### config.mk
export PLATFORM = sky130hd
export DESIGN_NAME = tape_mark_track_flag_control
export DESIGN_NICKNAME = d
export VERILOG_FILES = /design/src/core/tape_ctl_pkg.sv /design/src/core/tape_mark_track_flag_control.sv
export SDC_FILE = /design/constraint.sdc
export NUM_CORES = 1
export LEC_CHECK = 0
export ABC_AREA = 1
export BUFFER_PORTS_ARGS = -buffer_cell sky130_fd_sc_hd__buf_2
export CAP_MARGIN = 20
export CORE_MARGIN = 2
export CORE_UTILIZATION = 25
export CTS_CLUSTER_DIAMETER = 200
export DETAILED_ROUTE_END_ITERATION = 8
export PLACE_DENSITY = 0.47
export RECOVER_POWER = 25
export SLEW_MARGIN = 0
export SYNTH_ARGS = -nofsm -noshare
export SYNTH_HDL_FRONTEND = slang
export SYNTH_SLANG_ARGS = --single-unit
### constraint.sdc
create_clock -name i_mclk -period 2 [get_ports i_mclk]
set_input_delay 0.4 -clock i_mclk [delete_from_list [all_inputs] [get_ports i_mclk]]
set_output_delay 0.4 -clock i_mclk [all_outputs]
set_load 0.02 [all_outputs]
### src/core/tape_ctl_pkg.sv
// Function
// word is six lines of three bits
// timing/mark writes need mode and permit switch
// channel one copied to mark track
// permit switch lights warning lamp
// search, read, write, move modes
// host serves flag in time, else error
// any flag requests break when enabled
// mark bits shift through 8-bit window
// mark valid only after valid preceding tail
// mark and timing always read; code skips mark decode and the tape timing track while mark writing (wtm_on)
// search flags block mark, number bits 6-17
// host unloads block number within 53 ms
// write auto reverse check sum, flag per word
// write flag two word slots ahead
// data flags about one word time apart
// prefinal mark raises block-end in write
// host check sum is complemented ring sum
// writers off after check sum
// next block rewrites reverse sum, flags again
// read first flag after reverse check sum
// error when no valid mark per six shifts
// host allows recovery time after mode change
// mark equals its complement obverse
// buffer shifts opposite for reverse motion
// end mark stops tape, raises error
// flags stay until host transfer or clear
`default_nettype none
package tape_ctl_pkg;
   localparam int WORD_W         = 18;
   localparam int TRACKS         = 3;
   localparam int LINES_PER_WORD = WORD_W / TRACKS;
   localparam int WIN_W          = 8;
   localparam int MARK_W         = 6;
   localparam int CLK_PERIOD_NS  = 40;
   localparam int LINE_TIME_NS   = 33333;
   localparam int LINE_HALF_CYC  = (LINE_TIME_NS / CLK_PERIOD_NS) / 2;

   // register map
   localparam logic [1:0] ADDR_CTRL = 2'h0;
   localparam logic [1:0] ADDR_STAT = 2'h1;
   localparam logic [1:0] ADDR_BUF  = 2'h2;
   localparam int CTRL_MODE_LSB = 0;
   localparam int MODE_W        = 3;
   localparam int CTRL_GO_BIT   = 3;
   localparam int CTRL_REV_BIT  = 4;
   localparam int CTRL_BRK_BIT  = 5;
   localparam int STAT_DATA_BIT = 0;
   localparam int STAT_END_BIT  = 1;
   localparam int STAT_ERR_BIT  = 2;
   localparam int STAT_PERM_BIT = 3;
   localparam int STAT_SYNC_BIT = 4;

   // mark codes, forward reading
   localparam logic [5:0] MK_BLOCK = 6'h16;
   localparam logic [5:0] MK_RCHK  = 6'h08;
   localparam logic [5:0] MK_DATA  = 6'h38;
   localparam logic [5:0] MK_PRE   = 6'h33;
   localparam logic [5:0] MK_FINAL = 6'h0D;
   localparam logic [5:0] MK_END   = 6'h12;
   localparam logic [WORD_W-1:0] RCHK_VALUE = 18'h3FFFF;

   typedef enum logic [MODE_W-1:0] {
      MODE_MOVE   = 3'h0,
      MODE_SEARCH = 3'h1,
      MODE_READ   = 3'h2,
      MODE_WRITE  = 3'h3,
      MODE_WTM    = 3'h4
   } mode_t;

   typedef enum logic [4:0] {
      PH_IDLE = 5'h01,
      PH_RCHK = 5'h02,
      PH_DATA = 5'h04,
      PH_CSUM = 5'h08,
      PH_OFF  = 5'h10
   } phase_t;

   typedef struct packed {
      logic [1:0]        addr;
      logic [WORD_W-1:0] wdata;
      logic              wr;
      logic              rd;
   } host_req_t;

   typedef struct packed {
      logic              tim;
      logic              mark;
      logic [TRACKS-1:0] data;
   } tape_in_t;

   typedef struct packed {
      logic              run;
      logic              rev;
      logic [TRACKS-1:0] data;
      logic              data_en;
      logic              mark;
      logic              tim;
      logic              tm_en;
   } tape_out_t;
endpackage : tape_ctl_pkg
`default_nettype wire

### src/core/tape_mark_track_flag_control.sv
`default_nettype none
module tape_mark_track_flag_control
   import tape_ctl_pkg::*;
#(
   parameter int LINE_HALF = LINE_HALF_CYC
) (
   // clock and reset
   input  wire logic              i_mclk,
   input  wire logic              i_sys_rst,
   // host register port
   input  wire host_req_t         i_host,
   output var  logic [WORD_W-1:0] o_rd_data,
   // tape transport
   input  wire tape_in_t          i_tape,
   input  wire logic              i_permit_sw,
   output var  tape_out_t         o_tape,
   output var  logic              o_warn_lamp,
   output var  logic              o_break_req
);

   if (LINE_HALF < 1 || LINE_HALF > 65535) begin : g_bad_line_half
      $error("LINE_HALF out of range");
   end

   localparam logic [2:0]  CNT_LAST  = 3'(LINES_PER_WORD - 1);
   localparam logic [15:0] HALF_LAST = 16'(LINE_HALF - 1);

   // mark or its complement obverse
   function automatic logic mark_is(input logic [5:0] code, input logic [5:0] k);
      logic [5:0] obv;
      obv = ~{k[0], k[1], k[2], k[3], k[4], k[5]};
      return (code == k) || (code == obv);
   endfunction : mark_is

   ////////////////////////////////////////////////////////////////////////////
   // pin synchronisers
   tape_in_t tin_s1_r;
   tape_in_t tin_s2_r;
   logic     permit_s1_r;
   logic     permit_s2_r;
   logic     tim_d_r;

   always_ff @(posedge i_mclk) begin
      if (i_sys_rst) begin
         tin_s1_r    <= '0;
         tin_s2_r    <= '0;
         permit_s1_r <= 1'b0;
         permit_s2_r <= 1'b0;
         tim_d_r     <= 1'b0;
      end else begin
         tin_s1_r    <= i_tape;
         tin_s2_r    <= tin_s1_r;
         permit_s1_r <= i_permit_sw;
         permit_s2_r <= permit_s1_r;
         tim_d_r     <= tin_s2_r.tim;
      end
   end

   ////////////////////////////////////////////////////////////////////////////
   // state
   mode_t             mode_r;
   logic              go_r;
   logic              rev_r;
   logic              brk_r;
   logic [WORD_W-1:0] buf_r;
   logic              flag_data_r;
   logic              flag_end_r;
   logic              flag_err_r;
   logic [WIN_W-1:0]  win_r;
   logic [2:0]        cnt_r;
   logic              synced_r;
   logic [1:0]        tail_r;
   logic [WORD_W-1:0] asm_r;
   logic [WORD_W-1:0] wsr_r;
   logic              wr_en_r;
   phase_t            phase_r;
   logic [15:0]       div_r;
   logic              tim_gen_r;

   ////////////////////////////////////////////////////////////////////////////
   // host decode
   wire wr_ctrl = i_host.wr && (i_host.addr == ADDR_CTRL);
   wire wr_stat = i_host.wr && (i_host.addr == ADDR_STAT);
   wire wr_buf  = i_host.wr && (i_host.addr == ADDR_BUF);
   wire rd_buf  = i_host.rd && (i_host.addr == ADDR_BUF);

   wire is_search = (mode_r == MODE_SEARCH);
   wire is_read   = (mode_r == MODE_READ);
   wire is_write  = (mode_r == MODE_WRITE);
   // mode and switch together
   wire wtm_on    = (mode_r == MODE_WTM) && permit_s2_r;

   ////////////////////////////////////////////////////////////////////////////
   // line strobe: tape timing track, or own clock while writing it
   wire div_done   = (div_r == HALF_LAST);
   wire gen_strobe = wtm_on && div_done && !tim_gen_r;
   wire tape_edge  = tin_s2_r.tim && !tim_d_r;
   wire strobe     = wtm_on ? gen_strobe : tape_edge;

   // reverse motion fills from the top, complemented
   wire [TRACKS-1:0] trk     = tin_s2_r.data;
   wire [TRACKS-1:0] trk_rev = ~{trk[0], trk[1], trk[2]};
   wire [WORD_W-1:0] asm_nxt = rev_r ? {trk_rev, asm_r[WORD_W-1:TRACKS]}
                                     : {asm_r[WORD_W-TRACKS-1:0], trk};

   // window shifts once per strobe
   wire [WIN_W-1:0]  win_nxt = {win_r[WIN_W-2:0], tin_s2_r.mark};
   wire [5:0]        code    = win_nxt[MARK_W-1:0];
   wire              word_end = strobe && (cnt_r == CNT_LAST);

   // obverse-insensitive decode
   wire hit_block = mark_is(code, MK_BLOCK);
   wire hit_rchk  = mark_is(code, MK_RCHK);
   wire hit_data  = mark_is(code, MK_DATA);
   wire hit_pre   = mark_is(code, MK_PRE);
   wire hit_final = mark_is(code, MK_FINAL);
   wire hit_end   = mark_is(code, MK_END);
   wire any_hit   = hit_block | hit_rchk | hit_data | hit_pre | hit_final | hit_end;

   // preceding tail must match
   wire tail_ok  = !synced_r || (win_nxt[WIN_W-1:MARK_W] == tail_r);
   // decoding runs in every mode except mark writing
   wire check    = strobe && !wtm_on && (synced_r ? (cnt_r == CNT_LAST) : 1'b1);
   wire mark_ok  = check && any_hit && tail_ok;
   // missing mark after six shifts
   wire mark_bad = check && synced_r && !(any_hit && tail_ok);
   // end zone in normal modes
   wire end_stop = mark_ok && hit_end && go_r;

   ////////////////////////////////////////////////////////////////////////////
   // flag sources
   // search flags block marks only
   wire srch_set = is_search && mark_ok && hit_block;
   // read starts at the reverse check sum
   wire read_set = is_read && mark_ok && (hit_rchk || hit_data);
   wire read_end = is_read && mark_ok && hit_final;
   // block mark writes reverse sum and asks first word
   wire wr_start = is_write && mark_ok && hit_block;
   // each data slot asks the word two ahead
   wire wr_word  = is_write && mark_ok && (hit_rchk || hit_data)
                   && ((phase_r == PH_RCHK) || (phase_r == PH_DATA));
   // prefinal asks for check sum
   wire wr_pre   = is_write && mark_ok && hit_pre && (phase_r == PH_DATA);
   wire wr_csum  = is_write && mark_ok && hit_final && (phase_r == PH_CSUM);
   // writers drop once the check sum has passed
   wire wr_off   = word_end && (phase_r == PH_OFF);
   wire wtm_word = wtm_on && word_end;

   // move mode raises no transfer flags
   wire set_data = srch_set | read_set | wr_start | wr_word | wtm_word;
   wire set_end  = read_end | wr_pre;
   // unserved flag means a lost word
   wire lost     = (set_data | set_end) && (flag_data_r || flag_end_r);
   wire set_err  = mark_bad | end_stop | lost;
   wire hw_load  = srch_set | read_set | read_end;

   // transfer clears data and end, write-one clears any; a new request wins
   wire xfer     = rd_buf | wr_buf;
   wire clr_data = xfer || (wr_stat && i_host.wdata[STAT_DATA_BIT]);
   wire clr_end  = xfer || (wr_stat && i_host.wdata[STAT_END_BIT]);
   wire clr_err  = wr_stat && i_host.wdata[STAT_ERR_BIT];

   wire [WORD_W-1:0] load_val = srch_set ? {asm_nxt[WORD_W-1:6], 6'h00} : asm_nxt;

   ////////////////////////////////////////////////////////////////////////////
   // control and flags
   always_ff @(posedge i_mclk) begin
      if (i_sys_rst) begin
         mode_r <= MODE_MOVE;
         rev_r  <= 1'b0;
         brk_r  <= 1'b0;
      end else if (wr_ctrl) begin
         mode_r <= mode_t'(i_host.wdata[CTRL_MODE_LSB +: MODE_W]);
         rev_r  <= i_host.wdata[CTRL_REV_BIT];
         brk_r  <= i_host.wdata[CTRL_BRK_BIT];
      end
   end

   // end mark stop beats a host start
   always_ff @(posedge i_mclk) begin
      if (i_sys_rst || end_stop) begin
         go_r <= 1'b0;
      end else if (wr_ctrl) begin
         go_r <= i_host.wdata[CTRL_GO_BIT];
      end
   end

   always_ff @(posedge i_mclk) begin
      if (i_sys_rst) begin
         flag_data_r <= 1'b0;
         flag_end_r  <= 1'b0;
         flag_err_r  <= 1'b0;
      end else begin
         flag_data_r <= set_data | (flag_data_r & ~clr_data);
         flag_end_r  <= set_end | (flag_end_r & ~clr_end);
         flag_err_r  <= set_err | (flag_err_r & ~clr_err);
      end
   end

   always_ff @(posedge i_mclk) begin
      if (i_sys_rst) begin
         buf_r <= '0;
      end else if (hw_load) begin
         buf_r <= load_val;
      end else if (wr_buf) begin
         buf_r <= i_host.wdata;
      end
   end

   ////////////////////////////////////////////////////////////////////////////
   // window, word framing, read assembly
   always_ff @(posedge i_mclk) begin
      if (i_sys_rst) begin
         win_r <= '0;
         asm_r <= '0;
         cnt_r <= '0;
      end else if (strobe) begin
         win_r <= win_nxt;
         asm_r <= asm_nxt;
         cnt_r <= (mark_ok || word_end) ? 3'h0 : cnt_r + 3'h1;
      end
   end

   // lost framing returns to hunting every line
   always_ff @(posedge i_mclk) begin
      if (i_sys_rst || wtm_on || mark_bad) begin
         synced_r <= 1'b0;
         tail_r   <= '0;
      end else if (mark_ok) begin
         synced_r <= 1'b1;
         tail_r   <= code[1:0];
      end
   end

   ////////////////////////////////////////////////////////////////////////////
   // write sequencing
   always_ff @(posedge i_mclk) begin
      if (i_sys_rst || !is_write) begin
         phase_r <= PH_IDLE;
         wr_en_r <= 1'b0;
      end else if (wr_start) begin
         phase_r <= PH_RCHK;
         wr_en_r <= 1'b1;
      end else if (wr_word) begin
         phase_r <= PH_DATA;
      end else if (wr_pre) begin
         phase_r <= PH_CSUM;
      end else if (wr_csum) begin
         phase_r <= PH_OFF;
      end else if (wr_off) begin
         // idle until next block mark restarts
         phase_r <= PH_IDLE;
         wr_en_r <= 1'b0;
      end
   end

   // a word leaves as six three-bit lines
   wire [TRACKS-1:0] line_fwd = wsr_r[WORD_W-1:WORD_W-TRACKS];
   wire [TRACKS-1:0] line_rev = ~{wsr_r[0], wsr_r[1], wsr_r[2]};
   wire [TRACKS-1:0] line_out = rev_r ? line_rev : line_fwd;
   wire [WORD_W-1:0] wsr_sh   = rev_r ? {{TRACKS{1'b0}}, wsr_r[WORD_W-1:TRACKS]}
                                      : {wsr_r[WORD_W-TRACKS-1:0], {TRACKS{1'b0}}};

   always_ff @(posedge i_mclk) begin
      if (i_sys_rst) begin
         wsr_r <= '0;
      end else if (wr_start) begin
         wsr_r <= RCHK_VALUE;
      end else if (wr_word || wr_pre || wr_csum || wtm_word) begin
         wsr_r <= buf_r;
      end else if (strobe) begin
         wsr_r <= wsr_sh;
      end
   end

   ////////////////////////////////////////////////////////////////////////////
   // timing track generator for mark writing
   always_ff @(posedge i_mclk) begin
      if (i_sys_rst || !wtm_on) begin
         div_r     <= '0;
         tim_gen_r <= 1'b0;
      end else if (div_done) begin
         div_r     <= '0;
         tim_gen_r <= ~tim_gen_r;
      end else begin
         div_r <= div_r + 16'h0001;
      end
   end

   ////////////////////////////////////////////////////////////////////////////
   // outputs
   wire [WORD_W-1:0] ctrl_rd = WORD_W'({brk_r, rev_r, go_r, mode_r});
   wire [WORD_W-1:0] stat_rd = WORD_W'({synced_r, permit_s2_r, flag_err_r,
                                        flag_end_r, flag_data_r});
   wire [WORD_W-1:0] rd_sel  = (i_host.addr == ADDR_CTRL) ? ctrl_rd :
                               (i_host.addr == ADDR_STAT) ? stat_rd :
                               (i_host.addr == ADDR_BUF)  ? buf_r   : '0;

   tape_out_t tape_nxt;
   always_comb begin
      tape_nxt         = '0;
      tape_nxt.run     = go_r;
      tape_nxt.rev     = rev_r;
      tape_nxt.data    = line_out;
      tape_nxt.data_en = (wr_en_r && is_write) || wtm_on;
      // channel one feeds the mark track
      tape_nxt.mark    = wtm_on && line_out[0];
      tape_nxt.tim     = wtm_on && tim_gen_r;
      // tracks undriven otherwise
      tape_nxt.tm_en   = wtm_on;
   end

   always_ff @(posedge i_mclk) begin
      if (i_sys_rst) begin
         o_rd_data   <= '0;
         o_tape      <= '0;
         o_warn_lamp <= 1'b0;
         o_break_req <= 1'b0;
      end else begin
         o_rd_data   <= i_host.rd ? rd_sel : '0;
         o_tape      <= tape_nxt;
         // lamp follows permit switch
         o_warn_lamp <= permit_s2_r;
         // any flag breaks when enabled
         o_break_req <= brk_r && (flag_data_r || flag_end_r || flag_err_r);
      end
   end

endmodule : tape_mark_track_flag_control
`default_nettype wire

# After elaboration in Yosys (flattened, before gate mapping)
# Index checks and enable logic that the tools add are counted.
[totals]
ff_bits = 141
input_bits = 30
[op_classes]
n_addsub = 2
n_eq_ne = 27
n_mux = 25
n_bitwise = 29
reduce_logical = 84
[op_table]
columns = ["op", "n"]
rows = [
  ["$mux W18", 7],
  ["$logic_and A1 B1 Y1", 41],
  ["$eq A6 B6 Y1 const B", 5],
  ["$mux W6", 4],
  ["$logic_or A1 B1 Y1", 22],
  ["$eq A6 B4 Y1 const B", 3],
  ["$eq A6 B5 Y1 const B", 3],
  ["$or A1 B1 Y1", 18],
  ["$add A16 B1 Y16 const B", 1],
  ["$eq A16 B9 Y1 const B", 1],
  ["$mux W5", 2],
  ["$mux W3", 3],
  ["$mux W1", 7],
  ["$eq A3 B2 Y1 const B", 2],
  ["$eq A3 B3 Y1 const B", 2],
  ["$logic_not A1 Y1", 6],
  ["$ne A2 B2 Y1 const B", 3],
  ["$not A1 Y1", 6],
  ["$not A3 Y3", 2],
  ["$reduce_bool A2 Y1", 3],
  ["$reduce_bool A3 Y1", 2],
  ["$reduce_or A2 Y1", 3],
  ["$eq A5 B2 Y1 const B", 1],
  ["$eq A5 B3 Y1 const B", 1],
  ["other kinds (17)", 19],
]

# Longest topological paths before layout
# Gate-level depths: netlist (run 1).
[depth]
word_depth = 19
mapped_depth = 16
ltp_nobuf = 15

# Least setup slack after synthesis (run 1)
# OpenSTA, ideal clock, no wires.
[synth_path]
path_kind = "register -> register"
from = "register div_r[0]"
to = "register wsr_r[12]"
setup_time_ns = 0.119
arrival_ns = 1.858
slack_ns = 0.022
stages_incl_launch_ff = 14
n_path_buf = 1
path_cell_list = "dfxtp_1 ha_1 nand2_1 inv_1 nand2_1 nor2_1 nand2_1 nor2_1 nand2_1 nand2_1 inv_1 nor2_2 buf_2 a21oi_1"
[synth_between]
elab_chain_cells = 16
word_cells_on_any_way = 24
classes_between = "eq/ne (1); mux (3); reduce/logical (20)"
[synth_lines]
columns = ["element", "line", "text"]
rows = [
  ["from (decl)", "tape_mark_track_flag_control.sv:77", "logic [15:0] div_r;"],
  ["from (signal assigned)", "tape_mark_track_flag_control.sv:286", "div_r <= div_r + 16'h0001;"],
  ["$eq A16 B9 Y1 (*)", "tape_mark_track_flag_control.sv:95", "wire div_done = (div_r == HALF_LAST);"],
  ["$logic_and A1 B1 Y1 (*) (2 in a row)", "tape_mark_track_flag_control.sv:96", "wire gen_strobe = wtm_on && div_done && !tim_gen_r;"],
  ["$mux W1 (*)", "tape_mark_track_flag_control.sv:98", "wire strobe = wtm_on ? gen_strobe : tape_edge;"],
  ["$logic_and A1 B1 Y1 (2 in a row)", "tape_mark_track_flag_control.sv:123", "wire check = strobe && !wtm_on && (synced_r ? (cnt_r == CNT_LAST) : 1'b1);"],
  ["$logic_and A1 B1 Y1 (2 in a row)", "tape_mark_track_flag_control.sv:124", "wire mark_ok = check && any_hit && tail_ok;"],
  ["$logic_and A1 B1 Y1", "n/a", ""],
  ["$logic_and A1 B1 Y1 (on tied branches)", "tape_mark_track_flag_control.sv:140, tape_mark_track_flag_control.sv:143", ""],
  ["$logic_and A1 B1 Y1 (on tied branches)", "tape_mark_track_flag_control.sv:141, tape_mark_track_flag_control.sv:143", ""],
  ["$logic_or A1 B1 Y1 (3 in a row)", "tape_mark_track_flag_control.sv:269", "end else if (wr_word || wr_pre || wr_csum || wtm_word) begin"],
  ["$mux W18", "tape_mark_track_flag_control.sv:269", ""],
  ["$mux W18", "tape_mark_track_flag_control.sv:267", "end else if (wr_start) begin"],
  ["to (signal assigned)", "tape_mark_track_flag_control.sv:270", "wsr_r <= buf_r;"],
  ["to (signal assigned)", "tape_mark_track_flag_control.sv:272", "wsr_r <= wsr_sh;"],
  ["to (decl)", "tape_mark_track_flag_control.sv:74", "logic [WORD_W-1:0] wsr_r;"],
]
# Mark *: on every way between the ends. The rest lies on a longest branch, timed or not.
# A chain may end at the register's enable or synchronous reset.

# Worst setup path in the final report (run 1)
[layout_path]
from = "register win_r[4]"
to = "register buf_r[4]"
[layout_between]
elab_chain_cells = 14
word_cells_on_any_way = 34
classes_between = "eq/ne (11); mux (2); bitwise (7); reduce/logical (14)"
[layout_lines]
columns = ["element", "line", "text"]
rows = [
  ["from (decl)", "tape_mark_track_flag_control.sv:69", "logic [WIN_W-1:0] win_r;"],
  ["from (signal assigned)", "tape_mark_track_flag_control.sv:218", "win_r <= win_nxt;"],
  ["$eq A6 B5 Y1, or another cell as far along", "tape_mark_track_flag_control.sv:32", "return (code == k) || (code == obv);"],
  ["$logic_or A1 B1 Y1", "tape_mark_track_flag_control.sv:32", ""],
  ["$or A1 B1 Y1 (5 in a row)", "tape_mark_track_flag_control.sv:118", "wire any_hit = hit_block | hit_rchk | hit_data | hit_pre | hit_final | hit_end;"],
  ["$logic_and A1 B1 Y1 (2 in a row)", "tape_mark_track_flag_control.sv:124", ""],
  ["$logic_and A1 B1 Y1 (on tied branches)", "tape_mark_track_flag_control.sv:133, tape_mark_track_flag_control.sv:135, tape_mark_track_flag_control.sv:136", ""],
  ["$logic_and A1 B1 Y1 (on tied branches)", "tape_mark_track_flag_control.sv:133, tape_mark_track_flag_control.sv:135", ""],
  ["$or A1 B1 Y1 (2 in a row)", "tape_mark_track_flag_control.sv:155", "wire hw_load = srch_set | read_set | read_end;"],
  ["$mux W18 or $reduce_bool A2 Y1 (tied branches)", "n/a", ""],
  ["to (signal assigned)", "tape_mark_track_flag_control.sv:204", "buf_r <= load_val;"],
  ["to (signal assigned)", "tape_mark_track_flag_control.sv:206", "buf_r <= i_host.wdata;"],
  ["to (decl)", "tape_mark_track_flag_control.sv:65", "logic [WORD_W-1:0] buf_r;"],
]
# Parallel ways exist; a longest one is shown, timed or not.

==> key figures, run 1 <==
Timing
  • Final Skew: around 0.0088 ns
  • Hold Vio Cnt, Final: 0
  • Slew Limit Fails: 0
  • Relative slew slack: 53.04%
  • Post-route setup slack: -0.07384 ns
  • Worst-margin pin slew: 0.7044 ns
  • Setup-failing EPs final: 32
  • Min Clock Period, post-route: slightly above 2 ns
  • Crit share post-route: 103.7%
  • Fmax: 0.4822 GHz
  • Final hold slack: 0.1683 ns
  • RSZ-0062 raised after global routing: yes

Final layout
  • Core Util, Final: 37.49%
  • Layout cells sized above 1: about two fifths
  • Fin nets: 1,119
  • Non-filler cells, final: 1,434
  • Layout area overhead: 47.54%
  • Fillers: 2,737
  • Ant. Diodes: 0

Floorplan
  • Initial core utilization: between 20 and 30%
  • Row count: 59
  • Top-Level Pins: 59
  • Die Span Y: 166.7 um
  • Die area: around 28,000 um2
  • Core area: between 20,000 and 30,000 um2
  • Chip width: ~170 um

Logic synthesis
  • Sequential area share after synthesis: 42.63%
  • Top cell type by total area after synthesis: dfxtp_1
  • Top post-synthesis cells by count: dfxtp_1, nor2_1, nand2_1
  • Synth Warn #: 0
  • Number of synthesized flops with an enable pin: 0
  • Async SR Flop Fraction: 0%
  • Library cells used by synthesis: 53
  • #FFs+latches synth: 141
  • Syn Std Cell Area: 6621 um2
  • Synth area leaders: dfxtp_1, nor2_1, nand2_1
  • Synth Flop Type: dfxtp_1
  • Synth Instances: 899
  • Syn Nets: between 900 and 1,000
  • Count leader, synth: dfxtp_1
  • Syn_area_per_cell: approximately 7.4 um2
  • Area share of the largest cell type after synthesis: 42.63%

Setup path
  • Crit path required time: 2.37 ns
  • Critical Path Fanout Max: 6
  • CP peak stage delay: 0.38 ns
  • Crit Reg-Reg Startpoint: win_r[4]$_SDFFE_PP0P_
  • Critical Path Slowest Stage Cell: dfxtp_4
  • CP Data Arrival Time: 2.45 ns
  • Critical path class: flip-flop to flip-flop
  • Worst Setup End Kind: flip-flop
  • Critical Path Source: win_r[4]$_SDFFE_PP0P_
  • CP Launch Type: flip-flop
  • Worst path cell trace: nand2_4 -> inv_1 -> nand3_2 -> nand2_2 -> nor2_4 -> nand3_4 -> nand3_4 -> buf_12 -> clkinv_8 -> nand2_8 -> inv_6 -> nor2_8 -> buf_6 -> nand2_8 -> o21ai_1 -> inv_1 -> nor2_1

Place
  • IO Port Bufs: 58
  • DP Wirelength: 13,610 um
  • Placed cell count: 1,354
  • Pre-CTS WS: -0.2375 ns
  • Routability congestion estimate: 0.8242

Clock tree
  • CTS tree: done
  • H-tree depth: 4
  • Clk sink count: 141
  • Clk_lat worst skew: 0.43 ns
  • Total CTS buffers: 17
  • Root buf cell: clkbuf_16
  • Post-CTS Hold Buffers: 0
  • Clock Pin Slew Worst Setup and Hold Paths: 0.07 ns
  • Clock Tree Buf Depth: 2

Global routing
  • Tot GR Track Use: between 10% and 20%
  • Grt total ovfl: 0
  • Largest net degree at the start of global routing: 63
  • Vias in the first global route: 6,093
  • Initial antenna violation count: 1
  • First-pass GRT wire length: 31,020 um

Run status
  • Status: finished, violations left
  • Failing checks: setup timing

Routing
  • Final ANT Viol Nets: 0
  • Detailed Route Iter0 Violations: 300
  • # DRC: 0
  • Via count: 6,462
  • DRT Pass-1 Iters: 5
  • Final wirelength: a little over 20,000 um
  • Vias per cell: around 4.5
  • Avg WL per Cell: 14.41 um

Power and ir drop
  • Leakage: 4.297 nW
  • Worst VDD drop: between 0.0005 and 0.0006 V
  • PwrDens: approximately 670 nW/um2

Hold path
  • HP Class: input pin to flip-flop
  • Min-delay src: i_tape[1]

Job
  • Max_cap viols: 0
final timing paths:
kind | slack [ns] | cells after the start | end
min | 0.17 | 3 | tin_s1_r[1]$_SDFF_PP0_
max | -0.07 | 17 | buf_r[4]$_SDFFE_PP0P_
max reg2reg | -0.07 | 17 | buf_r[4]$_SDFFE_PP0P_
min reg2reg | 0.40 | 2 | code[0]$_SDFF_PP0_
final cells by class:
class                   count  area, um2  share of cell area (%)
flip-flops and latches    141       2843                   29.10
clock buffers              19      442.9                   4.534
well taps                 335      419.2                   4.290
multi-input cells         599       3851                   39.42
clock inverters            13      107.6                   1.101
inverters                 129      511.7                   5.238
repair buffers            198       1594                   16.32
sequential cells by signal (all words and copies together), names as in the netlist, 5 cells and up:
name       cells
o_tape         9
win_r          7
div_r         16
buf_r         18
wsr_r         18
asm_r         18
o_rd_data     18
tin_s1_r       5
phase_r        5
kinds of logic after synthesis:
group	count (synthesis)	share of synthesized area (%)
xor+xnor	4	0.5290
simple gates	408	30.63
buf+inv	164	10.18
fa+ha+maj	3	0.5670
mux	6	0.9071
compound gates	173	14.55
flops	141	42.63
layout by cell type, fill, tap and decap left out, types with 13 or more instances in the layout:
master / count
nand3_2: 39
nand3_1: 13
nand2_2: 28
nor2_4: 15
dfxtp_1: 133
inv_1: 111
a21oi_1: 50
buf_4: 104
clkbuf_16: 22
inv_2: 14
o21ai_0: 70
nand2_1: 103
buf_2: 57
nor2_2: 22
nor2_1: 114
nand2_4: 19
buf_6: 16
worst max-delay path, delay by kind of cell (launching register included):
family	cells	cell delay [ns]
AOI/OAI and AO/OA	1	0.15
buffers and inverters	6	0.47
DFF	1	0.38
and+or+nand+nor	10	1.00
layer usage:
metal	vias up	global-route usage, %	share of wire (%)
met5	-	0	0.063
met4	2	4.348	1.5
met3	30	2.614	3.0
met2	89	21.67	47
met1	3040	19.32	48
li1	3301	-	-
stage by stage:
| stage | power, W | area [um2] | TNS (ns) |
|---|---|---|---|
| after global routing | 0.006796 | 9769 | -6.532 |
| after detailed placement | 0.003497 | 7886 | -7.382 |
| final | 0.006547 | 9769 | -1.215 |
| after global placement | 0.003498 | 7886 | -6.326 |
| after CTS | 0.006518 | 8705 | -0.1600 |
| after floorplan | 0.003313 | 6621 | 0 |
where the power goes:
group | internal, W | switching, W | leakage [nW] | total, W
clock network | 0.00165 | 0.00136 | 0.265 | 0.00301
registers | 0.00290 | 0.0000590 | 1.15 | 0.00296
logic | 0.000224 | 0.000355 | 2.88 | 0.000579
repair_timing:
item	CTS	global route
gates cloned	2	8
endpoints found under the setup margin	50	73
resized for setup	41	179
setup buffers	10	31
hold endpoints to repair	0	0
pin swaps	9	74
No activity file was read; power rests on OpenSTA's default activity.
==> run 2: changes to the inputs <==
--- a/config.mk
+++ b/config.mk
@@ -5,14 +5,13 @@
 export SDC_FILE = /design/constraint.sdc
 export NUM_CORES = 1
 export LEC_CHECK = 0
-export ABC_AREA = 1
 export BUFFER_PORTS_ARGS = -buffer_cell sky130_fd_sc_hd__buf_2
 export CAP_MARGIN = 20
 export CORE_MARGIN = 2
-export CORE_UTILIZATION = 25
+export CORE_UTILIZATION = 42
 export CTS_CLUSTER_DIAMETER = 200
 export DETAILED_ROUTE_END_ITERATION = 8
-export PLACE_DENSITY = 0.47
+export PLACE_DENSITY = 0.68
 export RECOVER_POWER = 25
 export SLEW_MARGIN = 0
 export SYNTH_ARGS = -nofsm -noshare
==> key figures, run 2 <==
Logic synthesis
  • Sequential area share after synthesis: 44.75% (+2.1 points)
  • Synth Warn #: 0 (unchanged)
  • Top cell type by total area after synthesis: dfxtp_1
  • Count leader, synth: dfxtp_1
  • Area share of the largest cell type after synthesis: 44.75% (+2.1 points)
  • Synth Flop Type: dfxtp_1
  • Async SR Flop Fraction: 0% (unchanged)
  • Library cells used by synthesis: 57 (+7.5%)
  • Number of synthesized flops with an enable pin: 0 (unchanged)
  • Syn Nets: 726 (-22%)
  • #FFs+latches synth: 141 (unchanged)
  • Syn Std Cell Area: 6307 um2 (-4.7%)
  • Synth Instances: 693 (-23%)
  • Synth area leaders: dfxtp_1, mux2i_1, nor2_1
  • Syn_area_per_cell: 9.101 um2 (+24%)
  • Top post-synthesis cells by count: dfxtp_1, nor2_1, nand2_1

Setup path
  • Critical Path Fanout Max: 7 (+1)
  • Crit Reg-Reg Startpoint: code[0]$_SDFF_PP0_
  • CP Launch Type: flip-flop
  • Worst Setup End Kind: flip-flop
  • CP Data Arrival Time: 2.65 ns (+0.20 ns)
  • Worst R2R Path Depth: 9 (-8)
  • Setup slack, reg-to-reg: -0.33 ns (-0.25 ns)
  • Worst R2R End: buf_r[17]$_SDFFE_PP0P_
  • Setup crit end: buf_r[17]$_SDFFE_PP0P_
  • Critical Path Source: code[0]$_SDFF_PP0_
  • Crit path required time: 2.32 ns (-0.05 ns)
  • Critical path class: flip-flop to flip-flop

Routing
  • DRT Pass-1 Iters: 5 (unchanged)
  • # DRC: 0 (unchanged)
  • Avg WL per Cell: 18.88 um (+31%)
  • Vias per cell: 5.679 (+26%)
  • Via count: 5,929 (-8.2%)
  • Final wirelength: 19,710 um (-4.6%)
  • Final ANT Viol Nets: 0 (unchanged)
  • Detailed Route Iter0 Violations: 496 (+65%)

Final layout
  • Fin nets: 880 (-21%)
  • Layout area overhead: 43.80%
  • Most common cell after layout, fill and taps aside: dfxtp_1
  • Ant. Diodes: 0 (unchanged)
  • Non-filler cells, final: 1,044 (-27%)
  • Fillers: 1,087 (-60%)
  • Most frequent cells in the layout: dfxtp_1, nor2_1, buf_4
  • Layout cells sized above 1: 39.42% (+0.38 points)

Global routing
  • Largest net degree at the start of global routing: 65 (+3.2%)
  • Grt total ovfl: 0 (unchanged)
  • First-pass GRT wire length: 28,990 um (-6.6%)
  • Vias in the first global route: 5,712 (-6.3%)
  • Initial antenna violation count: 0 (-1)
  • Tot GR Track Use: 22.63% (+8.8 points)

Clock tree
  • Total CTS buffers: 17 (unchanged)
  • Clk sink count: 141 (unchanged)
  • H-tree depth: 4 (unchanged)
  • Post-CTS Hold Buffers: 0 (unchanged)
  • CTS tree: done
  • Clock Tree Buf Depth: 2 (unchanged)
  • Clock Pin Slew Worst Setup and Hold Paths: 0.06 ns (about the same)
  • Root buf cell: clkbuf_16
  • Clk_lat worst skew: 0.43 ns (about the same)

Timing
  • Crit share post-route: 116.4% (+13 points)
  • Final hold slack: 0.1774 ns (+0.009110 ns)
  • Post-route setup slack: -0.3274 ns (-0.2536 ns)
  • Worst-margin pin slew: 1.146 ns (+0.4414 ns)
  • Setup-failing EPs final: 66 (+110%)
  • Hold Vio Cnt, Final: 0 (unchanged)
  • Fmax: 0.4297 GHz (-11%)
  • Final Skew: 0.007470 ns (-0.001308 ns)
  • Slew Limit Fails: 0 (unchanged)
  • Relative slew slack: 23.61% (-29 points)
  • Min Clock Period, post-route: 2.327 ns (+0.2536 ns)
  • RSZ-0062 raised after global routing: yes

Job
  • Max_cap viols: 0 (unchanged)

Hold path
  • HP Class: input pin to flip-flop

Floorplan
  • Chip width: 126.5 um (-24%)
  • Core area: 14,590 um2 (-44%)
  • Top-Level Pins: 59 (unchanged)
  • Die Span Y: 126.5 um (-24%)
  • Row count: 44 (-25%)
  • Die area: 16,010 um2 (-42%)
  • Initial core utilization: 43.23% (+18 points)

Run status
  • Status: finished, violations left
  • Failing checks: setup timing

Power and ir drop
  • Leakage: 3.579 nW (-17%)
  • PwrDens: 741.4 nW/um2 (+11%)
  • Final Power: 0.006725 W (+2.7%)
  • Worst VDD drop: 0.0006355 V (+15%)

Place
  • Routability congestion estimate: 0.8697 (+5.5%)
  • Placed cell count: 976 (-28%)
  • DP Wirelength: 11,520 um (-15%)
  • IO Port Bufs: 58 (unchanged)
## run 2: changes by cell type after synthesis, moves of 14 or more
cell      before  now
a211oi_1       2   36
a21oi_1       61   36
and2_1         1   18
and3_1         2   16
inv_1        121    7
mux2i_1        6   52
nand2_1      133   64
nand3_1       41   16
nand3_2       21    1
nor2_1       135   92
nor2b_1        0   23
o21ai_0       76    9
## run 2: worst min path at each step
stage | start | endpoint | slack (ns) | depth (start not counted)
6_report | i_tape[3] | tin_s1_r[3]$_SDFF_PP0_ | 0.18 | 2
3_5_place_dp | tin_s1_r[1]$_SDFF_PP0_ | trk[1]$_SDFF_PP0_ | 0.43 | 1
4_1_cts | i_tape[3] | tin_s1_r[3]$_SDFF_PP0_ | 0.17 | 2
3_3_place_gp | tin_s1_r[3]$_SDFF_PP0_ | code[0]$_SDFF_PP0_ | 0.43 | 1
5_1_grt | i_permit_sw | permit_s1_r$_SDFF_PP0_ | 0.18 | 2
2_1_floorplan | div_r[0]$_SDFF_PP0_ | div_r[0]$_SDFF_PP0_ | 0.41 | 1
## run 2: stage by stage
stage / setup WS (ns) / util, % / TNS, ns / area, um2
final: -0.3274 / 62.17 / -10.78 / 9070
after global routing: -0.3428 / 62.17 / -14.60 / 9070
after CTS: -0.1742 / 58.34 / -4.343 / 8512
after detailed placement: -0.2307 / 50.75 / -7.075 / 7405
after global placement: -0.1486 / 50.75 / -3.484 / 7405
after floorplan: 0.01390 / - / 0 / 6379
## run 2: kinds of logic after synthesis
family,synth area share [%]
AOI/OAI and AO/OA,13.33
adders and majority gates,0.5952
muxes,10.04
DFF,44.75
buffers and inverters,4.047
and+or+nand+nor,24.60
xor gates and xnor gates,2.638
## run 2: metal layers
metal  up-vias  global-route usage [%]  routed length (um)
met1      2873                   27.81                8180
met4         0                   9.050                 599
met3        59                   5.778                1210
met2       243                   37.94                9719
met5         -                       0                   0
li1       2754                       -                   -
## run 2: worst max-delay path, stage by stage, from the launching register on
cell      delay, ns
dfxtp_4        0.37
or3b_1         0.42
a21oi_2        0.18
o21bai_2       0.11
buf_4          0.17
a211oi_4       0.24
buf_6          0.18
a21oi_4        0.10
or3_1          0.34
o31ai_1        0.09
## run 2: what timing repair did
action                                  4_1_cts  5_1_grt
gates resized for setup                      47      102
setup buffers                                19        8
endpoints found under the setup margin       69       92
pin swaps                                    19       58
gates cloned                                  6        6
## run 2: layout make-up
cell class	instances	area, um2	area share (%)
Sequential cell	141	2854	31.47
Timing Repair Buffer	179	1584	17.46
Clock inverter	14	168.9	1.862
Clock buffer	18	439.2	4.842
Multi-Input combinational cell	501	3767	41.54
Inverter	7	26.28	0.2897
Tap cell	184	230.2	2.538
## run 2: where the power goes
part | total, W | leakage (nW) | internal, W | switching (W)
logic | 0.000503 | 2.14 | 0.000230 | 0.000273
registers | 0.00294 | 1.15 | 0.00288 | 0.0000602
clock network | 0.00328 | 0.290 | 0.00199 | 0.00129
total | 0.00672 | 3.58 | 0.00510 | 0.00162
==> run 3: changes to the inputs <==
--- a/config.mk
+++ b/config.mk
@@ -8,10 +8,10 @@
 export BUFFER_PORTS_ARGS = -buffer_cell sky130_fd_sc_hd__buf_2
 export CAP_MARGIN = 20
 export CORE_MARGIN = 2
-export CORE_UTILIZATION = 42
+export CORE_UTILIZATION = 45
 export CTS_CLUSTER_DIAMETER = 200
 export DETAILED_ROUTE_END_ITERATION = 8
-export PLACE_DENSITY = 0.68
+export PLACE_DENSITY = 0.72
 export RECOVER_POWER = 25
 export SLEW_MARGIN = 0
 export SYNTH_ARGS = -nofsm -noshare
==> constraint.sdc (replaced) <==
create_clock -name i_mclk -period 1.98 [get_ports i_mclk]
set_input_delay 0.396 -clock i_mclk [delete_from_list [all_inputs] [get_ports i_mclk]]
set_output_delay 0.396 -clock i_mclk [all_outputs]
set_load 0.02 [all_outputs]
==> key figures, run 3 (synthesis gave the netlist of run 2 again) <==
Run status
  • Status: finished, violations left
  • Failing checks: setup timing

Setup path
  • Worst path cell trace: or3b_4 -> a21oi_2 -> o21bai_2 -> buf_4 -> a211oi_4 -> buf_6 -> a21oi_4 -> or3_1 -> o31ai_1
  • Family with the most delay on the worst path: simple AND/OR/NAND/NOR gates
  • CP Launch Type: flip-flop
  • CP Data Arrival Time: 2.54 ns (-0.11 ns)
  • Crit path required time: 2.32 ns (about the same)
  • Critical Path Slowest Stage Cell: or3b_4
  • Critical path class: flip-flop to flip-flop
  • Bufs and invs on worst path: 2 (unchanged)
  • Worst Setup End Kind: flip-flop
  • CP peak stage delay: 0.40 ns (-0.02 ns)
  • Critical Path Fanout Max: 7 (unchanged)

Timing
  • Fmax: 0.4542 GHz (+5.7%)
  • Post-route setup slack: -0.2215 ns (+0.1059 ns)
  • Setup-failing EPs final: 54 (-18%)
  • Min Clock Period, post-route: 2.202 ns (-0.1259 ns)
  • Slew Limit Fails: 0 (unchanged)
  • RSZ-0062 raised after global routing: yes
  • Relative slew slack: 15.12% (-8.5 points)
  • Crit share post-route: 111.2% (-5.2 points)
  • Setup TNS after final layout: -6.827 ns (+3.950 ns)
  • Final Skew: 0.01203 ns (+0.004559 ns)
  • Hold Vio Cnt, Final: 0 (unchanged)
  • Worst-margin pin slew: 1.273 ns (+0.1275 ns)

Clock tree
  • Clock Tree Buf Depth: 2 (unchanged)
  • Clk_lat worst skew: 0.44 ns (about the same)
  • Total CTS buffers: 17 (unchanged)
  • Root buf cell: clkbuf_16
  • Clk sink count: 141 (unchanged)
  • Clock Pin Slew Worst Setup and Hold Paths: 0.06 ns (about the same)
  • CTS tree: done
  • H-tree depth: 4 (unchanged)

Global routing
  • Initial antenna violation count: 0 (unchanged)
  • Grt total ovfl: 0 (unchanged)
  • First-pass GRT wire length: 28,170 um (-2.8%)
  • Tot GR Track Use: 24.54% (+1.9 points)
  • Largest net degree at the start of global routing: 47 (-28%)
  • Vias in the first global route: 5,673 (-0.68%)

Routing
  • Final wirelength: 18,780 um (-4.7%)
  • Avg WL per Cell: 18.14 um (-3.9%)
  • Final ANT Viol Nets: 0 (unchanged)
  • Detailed Route Iter0 Violations: 652 (+31%)
  • Via count: 5,787 (-2.4%)
  • DRT Pass-1 Iters: 5 (unchanged)
  • Vias per cell: 5.591 (-1.5%)
  • # DRC: 0 (unchanged)

Final layout
  • Fillers: 1,090 (+0.28%)
  • Fin nets: 875 (-0.57%)
  • Layout cells sized above 1: 36.14% (-3.3 points)
  • Ant. Diodes: 0 (unchanged)
  • Most frequent cells in the layout: dfxtp_1, buf_4, nor2_1
  • Layout area overhead: 38.31%
  • Most common cell after layout, fill and taps aside: dfxtp_1

Power and ir drop
  • P_sw: 0.001547 W (-4.7%)
  • Leakage: 3.326 nW (-7.1%)
  • Clock share of power: 48.3% (-0.5 points)
  • Sw Share: 23.50% (-0.64 points)
  • Final Power: 0.006582 W (-2.1%)
  • Comb pwr share: 6.6% (-0.9 points)
  • PwrDens: 754.6 nW/um2 (+1.8%)
  • Worst VDD drop: 0.0006952 V (+9.4%)
  • Seq pwr share: 45.1% (+1.4 points)
  • Cell internal pwr: 0.005035 W (-1.3%)

Floorplan
  • Row count: 43 (-2.3%)
  • Core area: 13,770 um2 (-5.6%)
  • Initial core utilization: 45.79% (+2.6 points)
  • Top-Level Pins: 59 (unchanged)
  • Die Span Y: 122.4 um (-3.3%)
  • Die area: 14,980 um2 (-6.5%)
  • Chip width: 122.4 um (-3.3%)

Job
  • Max_cap viols: 0 (unchanged)

Place
  • DP Wirelength: 11,860 um (+2.9%)
  • Pre-CTS WS: -0.2497 ns (-0.01904 ns)
  • IO Port Bufs: 58 (unchanged)
  • Routability congestion estimate: 0.8816 (+1.4%)

Hold path
  • HP Class: input pin to flip-flop
==> run 3: repair_timing <==
action	in CTS	in global routing
cloned	3	2
pin swaps	18	33
endpoints found under the setup margin	68	76
resized for setup	37	79
setup buffers	8	13
hold buffers	0	0
==> run 3: per-layer routing <==
layer / global-route usage, % / wire [um] / vias up
met2: 39.69 / 9015 / 227
met1: 29.37 / 7767 / 2768
met4: 13.72 / 815 / 0
li1: - / - / 2733
met5: 0 / 0 / -
met3: 6.831 / 1179 / 59
==> run 3: final timing paths <==
check,cells past startpoint,slack (ns),to,start
worst min register to register,1,0.44,code[0]$_SDFF_PP0_,tin_s1_r[3]$_SDFF_PP0_
worst max-delay path,9,-0.22,buf_r[17]$_SDFFE_PP0P_,code[0]$_SDFF_PP0_
worst max register to register,9,-0.22,buf_r[17]$_SDFFE_PP0P_,code[0]$_SDFF_PP0_
worst min-delay path,2,0.17,permit_s1_r$_SDFF_PP0_,i_permit_sw
==> run 3: per-stage QoR <==
| stage | cell area [um2] | util (%) | hold slack, ns | std cells |
|---|---|---|---|---|
| floorplan | 6390 | - | 0.4084 | 693 |
| global placement | 7396 | 53.70 | 0.4189 | 977 |
| detailed placement | 7396 | 53.70 | 0.4247 | 977 |
| CTS | 8285 | 60.16 | 0.1609 | 1020 |
| global route | 8723 | 63.34 | 0.1756 | 1035 |
| finish | 8723 | 63.34 | 0.1656 | 1035 |
==> run 3: cell type report <==
cell class                      instances  area, um2  share of cell area, %
Tap cell                              180      225.2                  2.582
Timing Repair Buffer                  174       1356                  15.55
Clock buffer                           21      470.5                  5.393
Clock inverter                         11      116.4                  1.334
Multi-Input combinational cell        501       3679                  42.17
Inverter                                7      26.28                 0.3012
Sequential cell                       141       2850                  32.67
==> run 3: power by group through the flow <==
| stage | sequential [W] | combinational, W | clock (W) |
|---|---|---|---|
| floorplan | 0.00302 | 0.000246 | 0 |
| global placement | 0.00303 | 0.000370 | 0 |
| detailed placement | 0.00303 | 0.000383 | 0 |
| CTS | 0.00297 | 0.000405 | 0.00319 |
| global route | 0.00297 | 0.000472 | 0.00331 |
| finish | 0.00297 | 0.000435 | 0.00318 |
